### src/rtl/mpw_pkg.sv
// constants for the motor protection and watchdog control block
// assumes a single 40 MHz system clock and an 8-bit register port
package mpw_pkg;
    localparam int unsigned CLK_KHZ          = 40000;   // system clock in kHz
    localparam int unsigned ADDR_W           = 8;
    localparam int unsigned DATA_W           = 8;

    localparam logic [7:0] ADDR_WDOG_CTRL    = 8'h10;   // watchdog_protection_control
    localparam logic [7:0] ADDR_PWM_WIDTH    = 8'h11;   // pwm_width_setting
    localparam logic [7:0] ADDR_MAIN_CTRL    = 8'h12;   // main_control_register
    localparam logic [7:0] ADDR_STATUS       = 8'h13;   // status flags

    localparam logic [7:0] WDOG_CTRL_RESET   = 8'h00;
    localparam logic [7:0] PWM_WIDTH_RESET   = 8'h00;
    localparam logic [7:0] MAIN_CTRL_RESET   = 8'h00;

    // watchdog_protection_control fields
    localparam int unsigned BIT_OS_LATCH     = 7;
    localparam int unsigned BIT_OT_LATCH     = 6;
    localparam int unsigned BIT_LINK_CHECK   = 4;
    localparam int unsigned BIT_WD_ENABLE    = 3;
    localparam int unsigned BIT_WD_CLEAR     = 2;
    localparam int unsigned BIT_WD_PERIOD    = 0;       // two bits

    // main_control_register fields
    localparam int unsigned BIT_WIDTH_OVR    = 0;
    localparam int unsigned BIT_COAST        = 1;

    // status fields
    localparam int unsigned BIT_ST_OVERTEMP  = 7;
    localparam int unsigned BIT_ST_OPENSHORT = 5;
    localparam int unsigned BIT_ST_WDOG      = 1;

    // watchdog periods per select code, in ms and in system clock cycles
    localparam int unsigned WD_T0_MS         = 250;
    localparam int unsigned WD_T1_MS         = 500;
    localparam int unsigned WD_T2_MS         = 1000;
    localparam int unsigned WD_T3_MS         = 2000;
    localparam int unsigned WD_T0_CYC        = WD_T0_MS * CLK_KHZ;
    localparam int unsigned WD_T1_CYC        = WD_T1_MS * CLK_KHZ;
    localparam int unsigned WD_T2_CYC        = WD_T2_MS * CLK_KHZ;
    localparam int unsigned WD_T3_CYC        = WD_T3_MS * CLK_KHZ;
endpackage

### src/rtl/mpw_wdog.sv
// watchdog counter with four selectable periods
// assumes clear is a one-cycle pulse from the register file
module mpw_wdog #(
    parameter int unsigned T0_CYC = mpw_pkg::WD_T0_CYC,
    parameter int unsigned T1_CYC = mpw_pkg::WD_T1_CYC,
    parameter int unsigned T2_CYC = mpw_pkg::WD_T2_CYC,
    parameter int unsigned T3_CYC = mpw_pkg::WD_T3_CYC
) (
    input  wire logic       clk_sys_i,  // system clock
    input  wire logic       rstn_i,     // async reset, active low
    input  wire logic       enable_i,   // watchdog running
    input  wire logic       clear_i,    // restart pulse
    input  wire logic [1:0] period_i,   // period select
    output logic            expired_o   // sticky timeout
);
    import mpw_pkg::*;

    logic [31:0] count;
    logic [31:0] limit;

    always_comb
    begin
        unique case (period_i)
            2'h0: limit = T0_CYC - 32'h1;
            2'h1: limit = T1_CYC - 32'h1;
            2'h2: limit = T2_CYC - 32'h1;
            2'h3: limit = T3_CYC - 32'h1;
        endcase
    end

    always_ff @(posedge clk_sys_i or negedge rstn_i)
    begin
        if (!rstn_i)
            count <= 32'h0;
        else if (!enable_i || clear_i || count >= limit)
            count <= 32'h0;
        else
            count <= count + 32'h1;
    end

    // expiry wins over a clear in the same cycle
    always_ff @(posedge clk_sys_i or negedge rstn_i)
    begin
        if (!rstn_i)
            expired_o <= 1'b0;
        else if (enable_i && count >= limit)
            expired_o <= 1'b1;
        else if (clear_i || !enable_i)
            expired_o <= 1'b0;
    end
endmodule

### src/rtl/mpw_ctl.sv
// motor protection latches, watchdog and pwm width control
// assumes a serial front end delivering decoded byte writes and read addresses;
// fault and coast inputs are synchronous to the system clock
// Functional notes
// - open/short latch select: resume or hold off
// - overtemp unlatched: restore pwm when cleared
// - overtemp latched: pwm off until release
// - release by coast pin fall or bit pulse
// - two-bit field selects watchdog period
// - override enable selects width register duty
// - width code linear, 0 none, 255 full
// - readable watchdog expired flag
// - readable overtemp and open/short flags
module mpw_ctl #(
    parameter int unsigned WD_T0 = mpw_pkg::WD_T0_CYC,
    parameter int unsigned WD_T1 = mpw_pkg::WD_T1_CYC,
    parameter int unsigned WD_T2 = mpw_pkg::WD_T2_CYC,
    parameter int unsigned WD_T3 = mpw_pkg::WD_T3_CYC
) (
    input  wire logic                        clk_sys_i,        // system clock
    input  wire logic                        rstn_i,           // async reset, low
    input  wire logic                        reg_wr_i,         // write strobe
    input  wire logic [mpw_pkg::ADDR_W-1:0] reg_addr_i,       // register address
    input  wire logic [mpw_pkg::DATA_W-1:0] reg_wdata_i,      // write data
    output logic      [mpw_pkg::DATA_W-1:0] reg_rdata_o,      // read data, next cycle
    input  wire logic                        overtemp_i,       // thermal sense below trip
    input  wire logic                        open_short_i,     // clock-set/thermal pin fault
    input  wire logic                        coast_pin_i,      // coast/restart pin
    input  wire logic [7:0]                  duty_pin_code_i,  // digitised duty pin
    output logic                             pwm_enable_o,     // pwm outputs allowed
    output logic      [7:0]                  duty_code_o,      // selected duty, linear
    output logic                             link_check_en_o,  // serial check enable
    output logic                             wdog_timeout_o    // watchdog expired
);
    import mpw_pkg::*;

    logic [7:0] wdog_ctrl;
    logic [7:0] pwm_width;
    logic [7:0] main_ctrl;
    logic       wd_clear;
    logic       ot_latched;
    logic       os_latched;
    logic       coast_pin_q;
    logic       coast_bit_q;
    logic       release_evt;
    logic       wd_expired;
    logic       next_pwm_enable;
    logic       pin_fall;
    logic       bit_fall;
    logic [7:0] status_word;
    logic [7:0] next_duty_code;

    // write decode shared by every writable register
    function automatic logic hit(input logic [7:0] a);
        return reg_wr_i && (reg_addr_i == a);
    endfunction

    // clear bit acts as a pulse and never stays set
    always_ff @(posedge clk_sys_i or negedge rstn_i)
    begin
        if (!rstn_i)
            wdog_ctrl <= WDOG_CTRL_RESET;
        else if (hit(ADDR_WDOG_CTRL))
            wdog_ctrl <= reg_wdata_i & ~(8'h01 << BIT_WD_CLEAR);
    end

    // registered so the count restarts one edge after the write
    always_ff @(posedge clk_sys_i or negedge rstn_i)
    begin
        if (!rstn_i)
            wd_clear <= 1'b0;
        else
            wd_clear <= hit(ADDR_WDOG_CTRL) && reg_wdata_i[BIT_WD_CLEAR];
    end

    // every code is a legal duty, stored as written
    always_ff @(posedge clk_sys_i or negedge rstn_i)
    begin
        if (!rstn_i)
            pwm_width <= PWM_WIDTH_RESET;
        else if (hit(ADDR_PWM_WIDTH))
            pwm_width <= reg_wdata_i;
    end

    // only override and coast bits exist, the rest read zero
    always_ff @(posedge clk_sys_i or negedge rstn_i)
    begin
        if (!rstn_i)
            main_ctrl <= MAIN_CTRL_RESET;
        else if (hit(ADDR_MAIN_CTRL))
            main_ctrl <= reg_wdata_i & 8'h03;
    end

    // release edges: pin falling, or control bit written 1 then 0
    always_ff @(posedge clk_sys_i or negedge rstn_i)
    begin
        if (!rstn_i)
        begin
            coast_pin_q <= 1'b0;
            coast_bit_q <= 1'b0;
        end
        else
        begin
            coast_pin_q <= coast_pin_i;
            coast_bit_q <= main_ctrl[BIT_COAST];
        end
    end

    // a pin held low releases once; only the falling edge counts
    assign pin_fall    = coast_pin_q && !coast_pin_i;
    assign bit_fall    = coast_bit_q && !main_ctrl[BIT_COAST];
    assign release_evt = pin_fall || bit_fall;

    // a fault still present at release keeps the latch set
    always_ff @(posedge clk_sys_i or negedge rstn_i)
    begin
        if (!rstn_i)
            ot_latched <= 1'b0;
        else if (overtemp_i && wdog_ctrl[BIT_OT_LATCH])
            ot_latched <= 1'b1;
        else if (release_evt)
            ot_latched <= 1'b0;
    end

    always_ff @(posedge clk_sys_i or negedge rstn_i)
    begin
        if (!rstn_i)
            os_latched <= 1'b0;
        else if (open_short_i && wdog_ctrl[BIT_OS_LATCH])
            os_latched <= 1'b1;
        else if (release_evt)
            os_latched <= 1'b0;
    end

    // unlatched faults gate pwm only while present
    assign next_pwm_enable = !overtemp_i && !open_short_i
                           && !ot_latched && !os_latched;

    always_ff @(posedge clk_sys_i or negedge rstn_i)
    begin
        if (!rstn_i)
            pwm_enable_o <= 1'b0;
        else
            pwm_enable_o <= next_pwm_enable;
    end

    // no scaling: the pin code already spans the same 0..255 range
    always_comb
    begin
        if (main_ctrl[BIT_WIDTH_OVR])
            next_duty_code = pwm_width;
        else
            next_duty_code = duty_pin_code_i;
    end

    always_ff @(posedge clk_sys_i or negedge rstn_i)
    begin
        if (!rstn_i)
            duty_code_o <= 8'h00;
        else
            duty_code_o <= next_duty_code;
    end

    // passed on only; the serial front end does the check
    always_ff @(posedge clk_sys_i or negedge rstn_i)
    begin
        if (!rstn_i)
            link_check_en_o <= 1'b0;
        else
            link_check_en_o <= wdog_ctrl[BIT_LINK_CHECK];
    end

    // period codes 0..3: 250 ms, 500 ms, 1 s, 2 s at the nominal clock
    mpw_wdog #(
        .T0_CYC (WD_T0),
        .T1_CYC (WD_T1),
        .T2_CYC (WD_T2),
        .T3_CYC (WD_T3)
    ) u_wdog (
        .clk_sys_i (clk_sys_i),
        .rstn_i    (rstn_i),
        .enable_i  (wdog_ctrl[BIT_WD_ENABLE]),
        .clear_i   (wd_clear),
        .period_i  (wdog_ctrl[BIT_WD_PERIOD +: 2]),
        .expired_o (wd_expired)
    );

    // one cycle behind the status bit, which reads the raw flag
    always_ff @(posedge clk_sys_i or negedge rstn_i)
    begin
        if (!rstn_i)
            wdog_timeout_o <= 1'b0;
        else
            wdog_timeout_o <= wd_expired;
    end

    // live condition or held latch, so a latched trip stays visible
    always_comb
    begin
        status_word                   = 8'h00;
        status_word[BIT_ST_OVERTEMP]  = overtemp_i || ot_latched;
        status_word[BIT_ST_OPENSHORT] = open_short_i || os_latched;
        status_word[BIT_ST_WDOG]      = wd_expired;
    end

    // read data is registered; unmapped addresses read zero
    always_ff @(posedge clk_sys_i or negedge rstn_i)
    begin
        if (!rstn_i)
            reg_rdata_o <= 8'h00;
        else
        begin
            reg_rdata_o <= 8'h00;
            unique case (reg_addr_i)
                ADDR_WDOG_CTRL: reg_rdata_o <= wdog_ctrl;
                ADDR_PWM_WIDTH: reg_rdata_o <= pwm_width;
                ADDR_MAIN_CTRL: reg_rdata_o <= main_ctrl;
                ADDR_STATUS:    reg_rdata_o <= status_word;
                default: reg_rdata_o <= 8'h00;
            endcase
        end
    end
endmodule

### config.mk
export PLATFORM = sky130hd
export DESIGN_NAME = mpw_ctl
export DESIGN_NICKNAME = d
export VERILOG_FILES = /design/src/rtl/mpw_pkg.sv /design/src/rtl/mpw_wdog.sv /design/src/rtl/mpw_ctl.sv
export SDC_FILE = /design/constraint.sdc
export NUM_CORES = 1
export LEC_CHECK = 0
export BUFFER_PORTS_ARGS = -buffer_cell sky130_fd_sc_hd__buf_2
export CAP_MARGIN = 20
export CORE_ASPECT_RATIO = 1.5
export CORE_MARGIN = 2
export CORE_UTILIZATION = 62
export CTS_CLUSTER_SIZE = 14
export DETAILED_ROUTE_END_ITERATION = 12
export GPL_ROUTABILITY_DRIVEN = 0
export PLACE_DENSITY = 0.85
export SLEW_MARGIN = 20
export SYNTH_ARGS = -nofsm -noshare
export SYNTH_HDL_FRONTEND = slang
export SYNTH_HIERARCHICAL = 1
export SYNTH_SLANG_ARGS = --single-unit
### constraint.sdc
create_clock -name clk_sys_i -period 7.3 [get_ports clk_sys_i]
set_input_delay 0.73 -clock clk_sys_i [delete_from_list [all_inputs] [get_ports clk_sys_i]]
set_output_delay 0.73 -clock clk_sys_i [all_outputs]
set_load 0.02 [all_outputs]
==> flow_summary.yaml, run 1 <==
pwr:
  powerDensity_nw_per_um2: 209.8
  ir_drop_mv: 0.1646
  total_power_w: 0.0009076
  power.leakage_nw: 1.952
timing:
  period_needed_ns: 3.514
  fmax_mhz: 284.6
  skew_ns: 0.01364
  tightest_slew_ns: 0.9086
  fin_tns_setup_ns: 0
  relSlewSlack_pct: 39.43
  rsz0062_at_grt: "no"
  slew_violations: 0
  fin_crit_sh_pct: 48.13
  hold_viol_final: 0
  layout_setup_ws_ns: 3.786
  setup_viol: 0
worst_setup_path:
  endpoint_kind: "flip-flop"
  cp-start-kind: "flip-flop"
  cp_num_buf_inv: 3
  worstPathArrival_ns: 3.80
  cp_slowest_cell: "a211oi_2"
  crit_required_ns: 7.59
  slowest_delay_ns: 0.66
  critPathKind: "reg -> reg"
  crit_path_max_fanout: 18
  crit_chain: "inv_1, ha_1, inv_1, ha_1, nand3_1, or4b_1, or4_1, a211oi_2, buf_4, o41a_1"
  cp_top_family: "simple AND/OR/NAND/NOR gates"
placement:
  dpl_cell_area_um2: 4049
  hpwl_um: 5602
  pre_cts_slack_ns: 3.792
  portBuffers: 48
detailed_routing:
  drtAntennaViolNets: 0
  first_pass_iters: 4
  drtIter0Drc: 236
  via_count: 2811
  post_drt_via_cell_ratio: 6.164
  drt_wl_total_um: 7888
  drc: 0
  wl_per_cell_um: 17.30
global_routing:
  globalRouteOverflowTotal: 0
  grt_max_degree: 75
  grt_pass1_vias: 2952
  track_usage_pct: 26.20
  antenna_found_initial: 0
  grt_pass1_wl_um: 13390
final_layout:
  fillCellCount: 392
  n_antenna_cell: 0
  design_area_um2: 4325
  synthToLayoutAreaGrowth_pct: 14.28
  drive_gt1_share_pct: 27.08
  final_nets: 430
  multiInputGateArea_um2: 1803
  ff_latch_area_um2: 1852
  fin_util_pct: 73.68
yosys:
  netlist_instances: 325
  ys_ff_latch: 74
  synth-async-reset-ratio_pct: 100.0
  synth_edf_count: 0
  seq_area_frac_synth_pct: 48.93
  synth_warnings: 6
  synthFlopType: "dfrtp_1"
  post_synth_num_cell_types: 52
  synth_area_um2: 3785
  avgSynthCellArea_um2: 11.65
floorplan:
  pin_count: 49
  std_cell_rows: 34
  die_h_um: 99.69
  core_um2: 5871
  start_util_pct: 64.47
  dieArea_um2: 6758
  fp.dieW_um: 67.80
clock_tree:
  clockBufferDepth: 2
  cts_resized: 0
  clkLatencyLatePin_ns: 0.35
  cts.sinks: 74
  clkSlewWorstSetupHoldPaths_ns: 0.08
  cts_made_buffers: 9
  cts_tree: "done"
  post_cts_buffers: 0
  cts_root_buf: "clkbuf_8"
  htree_levels: 3
  ctsHoldBuffers: 0
run:
  max_cap_violations: 0
run_status:
  status: "completed"
worst_hold_path:
  min_path_type: "reg -> reg"
[flip-flops by register name (all words and copies together), names as in the netlist]
name              flops
wdog_timeout_o        1
reg_rdata_o           8
coast_bit_q           1
duty_code_o           8
pwm_enable_o          1
os_latched            1
u_wdog/count         32
coast_pin_q           1
u_wdog/expired_o      1
pwm_width             8
link_check_en_o       1
wd_clear              1
main_ctrl             2
wdog_ctrl             7
ot_latched            1
[cells by family (layout without fill, tap and decap cells)]
group / after synthesis / in the layout / share of synthesized area (%)
and+or+nand+nor: 113 / 113 / 17.45
DFF: 74 / 74 / 48.93
AOI/OAI and AO/OA: 33 / 33 / 6.743
muxes: 30 / 30 / 9.091
xor gates and xnor gates: 27 / 27 / 6.248
buffers and inverters: 24 / 80 / 3.967
adders and majority gates: 23 / 23 / 7.471
other: 1 / 4 / 0.09908
[metal layers]
metal	share of wire, %	up-vias	track usage, %
met2	55	81	46.53
met4	2.3	0	9.846
met1	39	1431	30.24
met5	0	-	0
met3	3.8	19	5.317
li1	-	1280	-
[report_power, final]
group          internal [W]  switching (W)  leakage [nW]
combinational     0.0000258      0.0000356         0.823
clock              0.000264       0.000155         0.131
sequential         0.000420     0.00000747         0.999
[final timing paths]
check,startpoint,endpoint,slack [ns],cells past startpoint
setup / recovery,wdog_ctrl[0],u_wdog/expired_o,3.79,10
hold / removal,wdog_ctrl[4],link_check_en_o,0.41,0
setup reg to reg,wdog_ctrl[0],u_wdog/expired_o,3.79,10
hold reg to reg,wdog_ctrl[4],link_check_en_o,0.41,0
max in group asynchronous,rstn_i,u_wdog/count[20],6.19,1
min in group asynchronous,rstn_i,u_wdog/count[3],0.48,1
[cell usage in the layout (no fill, tap or decap), types with 5 or more instances in the layout]
cell	count
and3_1	5
buf_2	48
clkbuf_8	9
dfrtp_1	74
ha_1	21
inv_1	13
mux2_2	25
nand2_1	16
nand3_1	11
nand4_1	10
nor2_1	13
nor3_1	28
o21ai_0	5
xnor2_1	14
xor2_1	13
[final cells by class]
| class | count | area share (%) |
|---|---|---|
| well taps | 72 | 2.083 |
| flip-flops and latches | 74 | 42.81 |
| inverters | 13 | 1.128 |
| clock inverters | 6 | 3.182 |
| repair buffers | 51 | 6.161 |
| multi-input cells | 230 | 41.68 |
| clock buffers | 10 | 2.951 |
[cells in the mapped netlist (3+ instances only)]
library cell / number / area [um2]
a211oi_1: 3 / 22.52
a21oi_1: 4 / 20.02
and3_1: 5 / 31.28
and4_1: 4 / 35.03
buf_2: 4 / 20.02
buf_6: 3 / 33.78
dfrtp_1: 74 / 1852
ha_1: 21 / 262.8
inv_1: 13 / 48.80
mux2_2: 25 / 281.5
mux2i_1: 4 / 40.04
nand2_1: 16 / 60.06
nand3_1: 11 / 55.05
nand4_1: 10 / 62.56
nor2_1: 13 / 48.80
nor3_1: 28 / 140.1
nor3_2: 3 / 30.03
nor3b_1: 4 / 30.03
nor4_1: 3 / 18.77
o211ai_1: 3 / 22.52
o21ai_0: 5 / 25.02
xnor2_1: 14 / 122.6
xor2_1: 13 / 113.9
[metrics by stage]
stage | hold WS, ns | cells
after global routing | 0.4251 | 456
after floorplan | 0.3620 | 328
after detailed placement | 0.3907 | 439
after global placement | 0.3840 | 438
after CTS | 0.4148 | 455
final | 0.4138 | 456
[worst reg2reg max path, cell delays in order, from the launching register on]
cell      delay [ns]
dfrtp_1         0.44
inv_1           0.16
ha_1            0.19
inv_1           0.08
ha_1            0.30
nand3_1         0.10
or4b_1          0.49
or4_1           0.49
a211oi_2        0.67
buf_4           0.36
o41a_1          0.17
Power figures use the tool's default switching activity.
==> inputs of run 2 (changes only) <==
- CORE_UTILIZATION: 62 -> 52
- PLACE_DENSITY: 0.85 -> 0.76
- clock period: 7.3 -> 3.09 ns (I/O delays scaled with it)
==> run 2 against run 1 <==
Clock power is 86% higher; critical endpoint unchanged; die area is 18% higher; worst hold slack got worse by 0.33 ns; worst setup slack got worse by 3.6 ns; highest routed layer unchanged; critical path depth unchanged.
==> flow_summary.yaml, run 2 (synthesized netlist as in run 1, its figures left out) <==
pwr:
  ir_drop_mv: 0.4149
  power.leakage_nw: 1.946
  powerDensity_nw_per_um2: 445.7
detailed_routing:
  drc: 0
  drt_wl_total_um: 8001
  post_drt_via_cell_ratio: 5.900
  first_pass_iters: 4
  via_count: 2761
  wl_per_cell_um: 17.10
  drtAntennaViolNets: 0
  drtIter0Drc: 148
clock_tree:
  post_cts_buffers: 0
  clkLatencyLatePin_ns: 0.35
  clockBufferDepth: 2
  cts.sinks: 74
  htree_levels: 3
  cts_root_buf: "clkbuf_8"
  clkSlewWorstSetupHoldPaths_ns: 0.08
  cts_tree: "done"
  cts_made_buffers: 9
  cts_resized: 0
  ctsHoldBuffers: 0
worst_setup_path:
  rrSetupSlack_ns: 0.17
  critPathKind: "reg -> reg"
  crit_required_ns: 3.38
  timing.rr.end: "u_wdog/expired_o"
  crit_path_max_fanout: 29
  endpoint_kind: "flip-flop"
  worstPathArrival_ns: 3.21
  reg2reg_depth: 10
  cp-start-kind: "flip-flop"
  reg2reg_from: "wdog_ctrl[0]"
floorplan:
  fp.dieW_um: 73.66
  core_um2: 7132
  die_h_um: 108.5
  pin_count: 49
  dieArea_um2: 7991
  std_cell_rows: 38
  start_util_pct: 53.07
timing:
  tightest_slew_ns: 0.9120
  relSlewSlack_pct: 39.20
  fin_crit_sh_pct: 94.47
  rsz0062_at_grt: "no"
  slew_violations: 0
  skew_ns: 0.008202
  fin_tns_setup_ns: 0
  period_needed_ns: 2.919
  fmax_mhz: 342.6
  hold_viol_final: 0
  setup_viol: 0
  whs_ns: 0.08298
final_layout:
  final_nets: 434
  fillCellCount: 574
  synthToLayoutAreaGrowth_pct: 14.61
  top_register: "u_wdog/count"
  n_antenna_cell: 0
  final_common_cell: "dfrtp_1"
  largest_register_ff_count: 32
  layout_common_cells: "dfrtp_1, buf_2, nor3_1, mux2_2, ha_1"
  drive_gt1_share_pct: 28.09
worst_hold_path:
  min_path_type: "in -> async"
run_status:
  status: "completed"
run:
  max_cap_violations: 0
global_routing:
  track_usage_pct: 22.78
  antenna_found_initial: 0
  grt_pass1_wl_um: 13610
  grt_pass1_vias: 2889
  grt_max_degree: 75
  globalRouteOverflowTotal: 0
placement:
  portBuffers: 48
  hpwl_um: 5910
==> run 2: cell type report <==
type	instances	area (um2)	area share, %
Sequential cell	74	1852	42.69
Multi-Input combinational cell	230	1804	41.59
Timing Repair Buffer	55	320.3	7.384
Clock buffer	11	151.4	3.490
Tap cell	80	100.1	2.307
Clock inverter	5	61.31	1.413
Inverter	13	48.80	1.125
==> run 2: power by group <==
group	internal [W]	switching, W
logic	0.0000617	0.0000827
registers	0.000993	0.0000173
clock network	0.000419	0.000359
total	0.00147	0.000459
==> run 2: worst max path at each step <==
stage,start,to
3_3_place_gp,wdog_ctrl[0],u_wdog/expired_o
3_5_place_dp,wdog_ctrl[0],u_wdog/expired_o
6_report,wdog_ctrl[0],u_wdog/expired_o
5_1_grt,wdog_ctrl[0],u_wdog/expired_o
4_1_cts,wdog_ctrl[0],u_wdog/expired_o
2_1_floorplan,wdog_ctrl[0],u_wdog/count[5]
==> run 2: critical path: stages (launching register included) <==
cell	delay, ns
dfrtp_1	0.38
inv_1	0.14
ha_1	0.20
inv_1	0.08
ha_1	0.29
nand3_1	0.10
or4b_1	0.50
or4_1	0.49
a211oi_2	0.27
buf_12	0.23
o41a_1	0.16
==> run 2: layer usage <==
metal	wire [um]	up-vias	track usage, %
met5	0	-	0
met4	172	0	9.351
met1	2932	1355	24.24
li1	-	1300	-
met2	4531	89	41.20
met3	364	17	6.337
==> run 2: metrics by stage <==
stage          instance area, um2  total power (W)  cells  utilization, %  worst slack [ns]
2_1_floorplan                3796         0.001108    328               -            0.3074
3_3_place_gp                 4124         0.001170    452           57.82            0.2637
3_5_place_dp                 4124         0.001175    452           57.82            0.2225
4_1_cts                      4337         0.001956    468           60.81            0.1841
5_1_grt                      4338         0.002014    468           60.82           0.03520
6_report                     4338         0.001933    468           60.82            0.1708
==> inputs of run 3 (changes only) <==
- CORE_UTILIZATION: 52 -> 54
- CTS_BUF_LIST: default -> sky130_fd_sc_hd__clkbuf_4
- MAX_ROUTING_LAYER: default -> met4
- PLACE_DENSITY: 0.76 -> 0.78
==> run 3 against run 2 <==
The flow now finishes with violations (negative hold slack); worst setup slack worse by 0.099 ns; final cell count up 0.85%; fmax down 3.3%; worst hold slack worse by 0.11 ns; clock power down 16%; critical path type unchanged; critical endpoint is now u_wdog/count[7]; largest cell class unchanged.
==> flow_summary.yaml, run 3 (synthesized netlist as in run 1, its figures left out) <==
clock_tree:
  cts_tree: "done"
  htree_levels: 3
  clkSlewWorstSetupHoldPaths_ns: 0.12
  cts_root_buf: "clkbuf_4"
  cts_made_buffers: 9
  clkLatencyLatePin_ns: 0.43
  cts.sinks: 74
  clockBufferDepth: 2
run_status:
  status: "finished, violations left"
  violations: "negative hold slack"
final_layout:
  layout_common_cells: "dfrtp_1, buf_2, nor3_1, mux2_2, ha_1"
  final_nets: 441
  design_area_um2: 4375
  top_register: "u_wdog/count"
  synthToLayoutAreaGrowth_pct: 15.60
  final_common_cell: "dfrtp_1"
  drive_gt1_share_pct: 30.96
  n_antenna_cell: 0
  largest_register_ff_count: 32
  finalNonFillerCells: 472
detailed_routing:
  met3_wirelength_um: 356
  post_drt_via_cell_ratio: 5.958
  drtAntennaViolNets: 0
  drtIter0Drc: 144
  maxUsedRoutingLayer: "met4"
  m1WireLength_um: 3225
  wl_per_cell_um: 17.49
  wl_met2_um: 4423
  first_pass_iters: 4
  drt_wl_total_um: 8256
  via_count: 2812
  drc: 0
floorplan:
  fp.dieW_um: 72.36
  core_um2: 6805
  pin_count: 49
  std_cell_rows: 37
  dieArea_um2: 7708
  start_util_pct: 55.62
  die_h_um: 106.5
placement:
  dp.cells: 450
  hpwl_um: 5749
  portBuffers: 48
  dpl_cell_area_um2: 4096
timing:
  tightest_slew_ns: 0.9019
  setup_viol: 0
  fmax_mhz: 331.3
  fin_crit_sh_pct: 97.68
  hold_viol_final: 8
  slew_violations: 0
  skew_ns: 0.01626
  relSlewSlack_pct: 39.87
  whs_ns: -0.02247
  fin_tns_setup_ns: 0
  period_needed_ns: 3.018
worst_setup_path:
  crit_path_max_fanout: 7
  worstPathArrival_ns: 3.29
  critPathKind: "reg -> reg"
  cp-start-kind: "flip-flop"
  endpoint_kind: "flip-flop"
  crit_required_ns: 3.37
global_routing:
  grt_pass1_vias: 2857
  track_usage_pct: 22.83
  globalRouteOverflowTotal: 0
  antenna_found_initial: 0
  grt_max_degree: 75
  grt_pass1_wl_um: 12990
pwr:
  total_power_w: 0.001826
  powerDensity_nw_per_um2: 417.4
  power.leakage_nw: 1.964
  ir_drop_mv: 0.3517
worst_hold_path:
  min_path_type: "in -> async"
run:
  max_cap_violations: 0
[run 3: cell count changes in the layout (fill, tap and decap cells not counted), moves of 2 or more]
cell,change
clkbuf_4,+11
buf_12,-2
clkbuf_8,-11
inv_2,+2
buf_4,+3
ha_2,+2
ha_4,+2
inv_1,-3
clkinv_1,+2
buf_6,+4
ha_1,-4
clkinvlp_4,-3
[run 3: cell type report]
| class | instances | area [um2] |
|---|---|---|
| Clock inverter | 4 | 67.56 |
| Multi-Input combinational cell | 230 | 1851 |
| Sequential cell | 74 | 1853 |
| Clock buffer | 11 | 82.58 |
| Timing Repair Buffer | 62 | 372.9 |
| Fill cell | 535 | 2430 |
| Inverter | 13 | 51.30 |
| Tap cell | 78 | 97.59 |
[run 3: per-stage QoR]
step / setup WS, ns / util, %
after floorplan: 0.3074 / -
after global placement: 0.1218 / 60.19
after detailed placement: 0.004520 / 60.19
after CTS: 0.01803 / 62.59
after global routing: -0.01334 / 64.29
final: 0.07180 / 64.29
[run 3: per-layer routing]
layer,global-route usage (%),vias up
li1,-,1308
met1,24.32,1389
met2,39.71,91
met3,5.972,24
met4,8.895,0
met5,-,-
[run 3: worst max-delay path, stage by stage, from the launching register on]
cell and delay [ns]:
dfrtp_2 0.47, inv_4 0.10, ha_2 0.19, inv_2 0.08, ha_4 0.28, nand3_2 0.07, or4b_1 0.48, or4_4 0.51
a211oi_4 0.43, buf_6 0.20, nor3_1 0.06
[run 3: what timing repair did]
item                       in CTS  in global routing
setup endpoints to repair       2                 29
pin swaps                       0                  2
gates cloned                    0                  2
hold buffers                    1                  0
buffers inserted                0                  3
gates resized for setup         1                 19
hold endpoints to repair        1                  0
[run 3: report_power, final]
part	internal, W	switching [W]	total (W)
logic	0.0000700	0.0000889	0.000159
clock network	0.000337	0.000318	0.000656
registers	0.000993	0.0000185	0.00101
[run 3: worst paths after layout]
| path | startpoint | end | slack [ns] | cells past startpoint |
|---|---|---|---|---|
| setup / recovery | wdog_ctrl[0] | u_wdog/count[7] | 0.07 | 10 |
| hold reg to reg | wdog_ctrl[4] | link_check_en_o | 0.41 | 0 |
| max in group asynchronous | rstn_i | wdog_ctrl[0] | 2.48 | 1 |
| hold / removal | rstn_i | u_wdog/count[22] | -0.02 | 1 |
| min in group clk_sys_i | open_short_i | pwm_enable_o | 0.06 | 2 |
| setup reg to reg | wdog_ctrl[0] | u_wdog/count[7] | 0.07 | 10 |
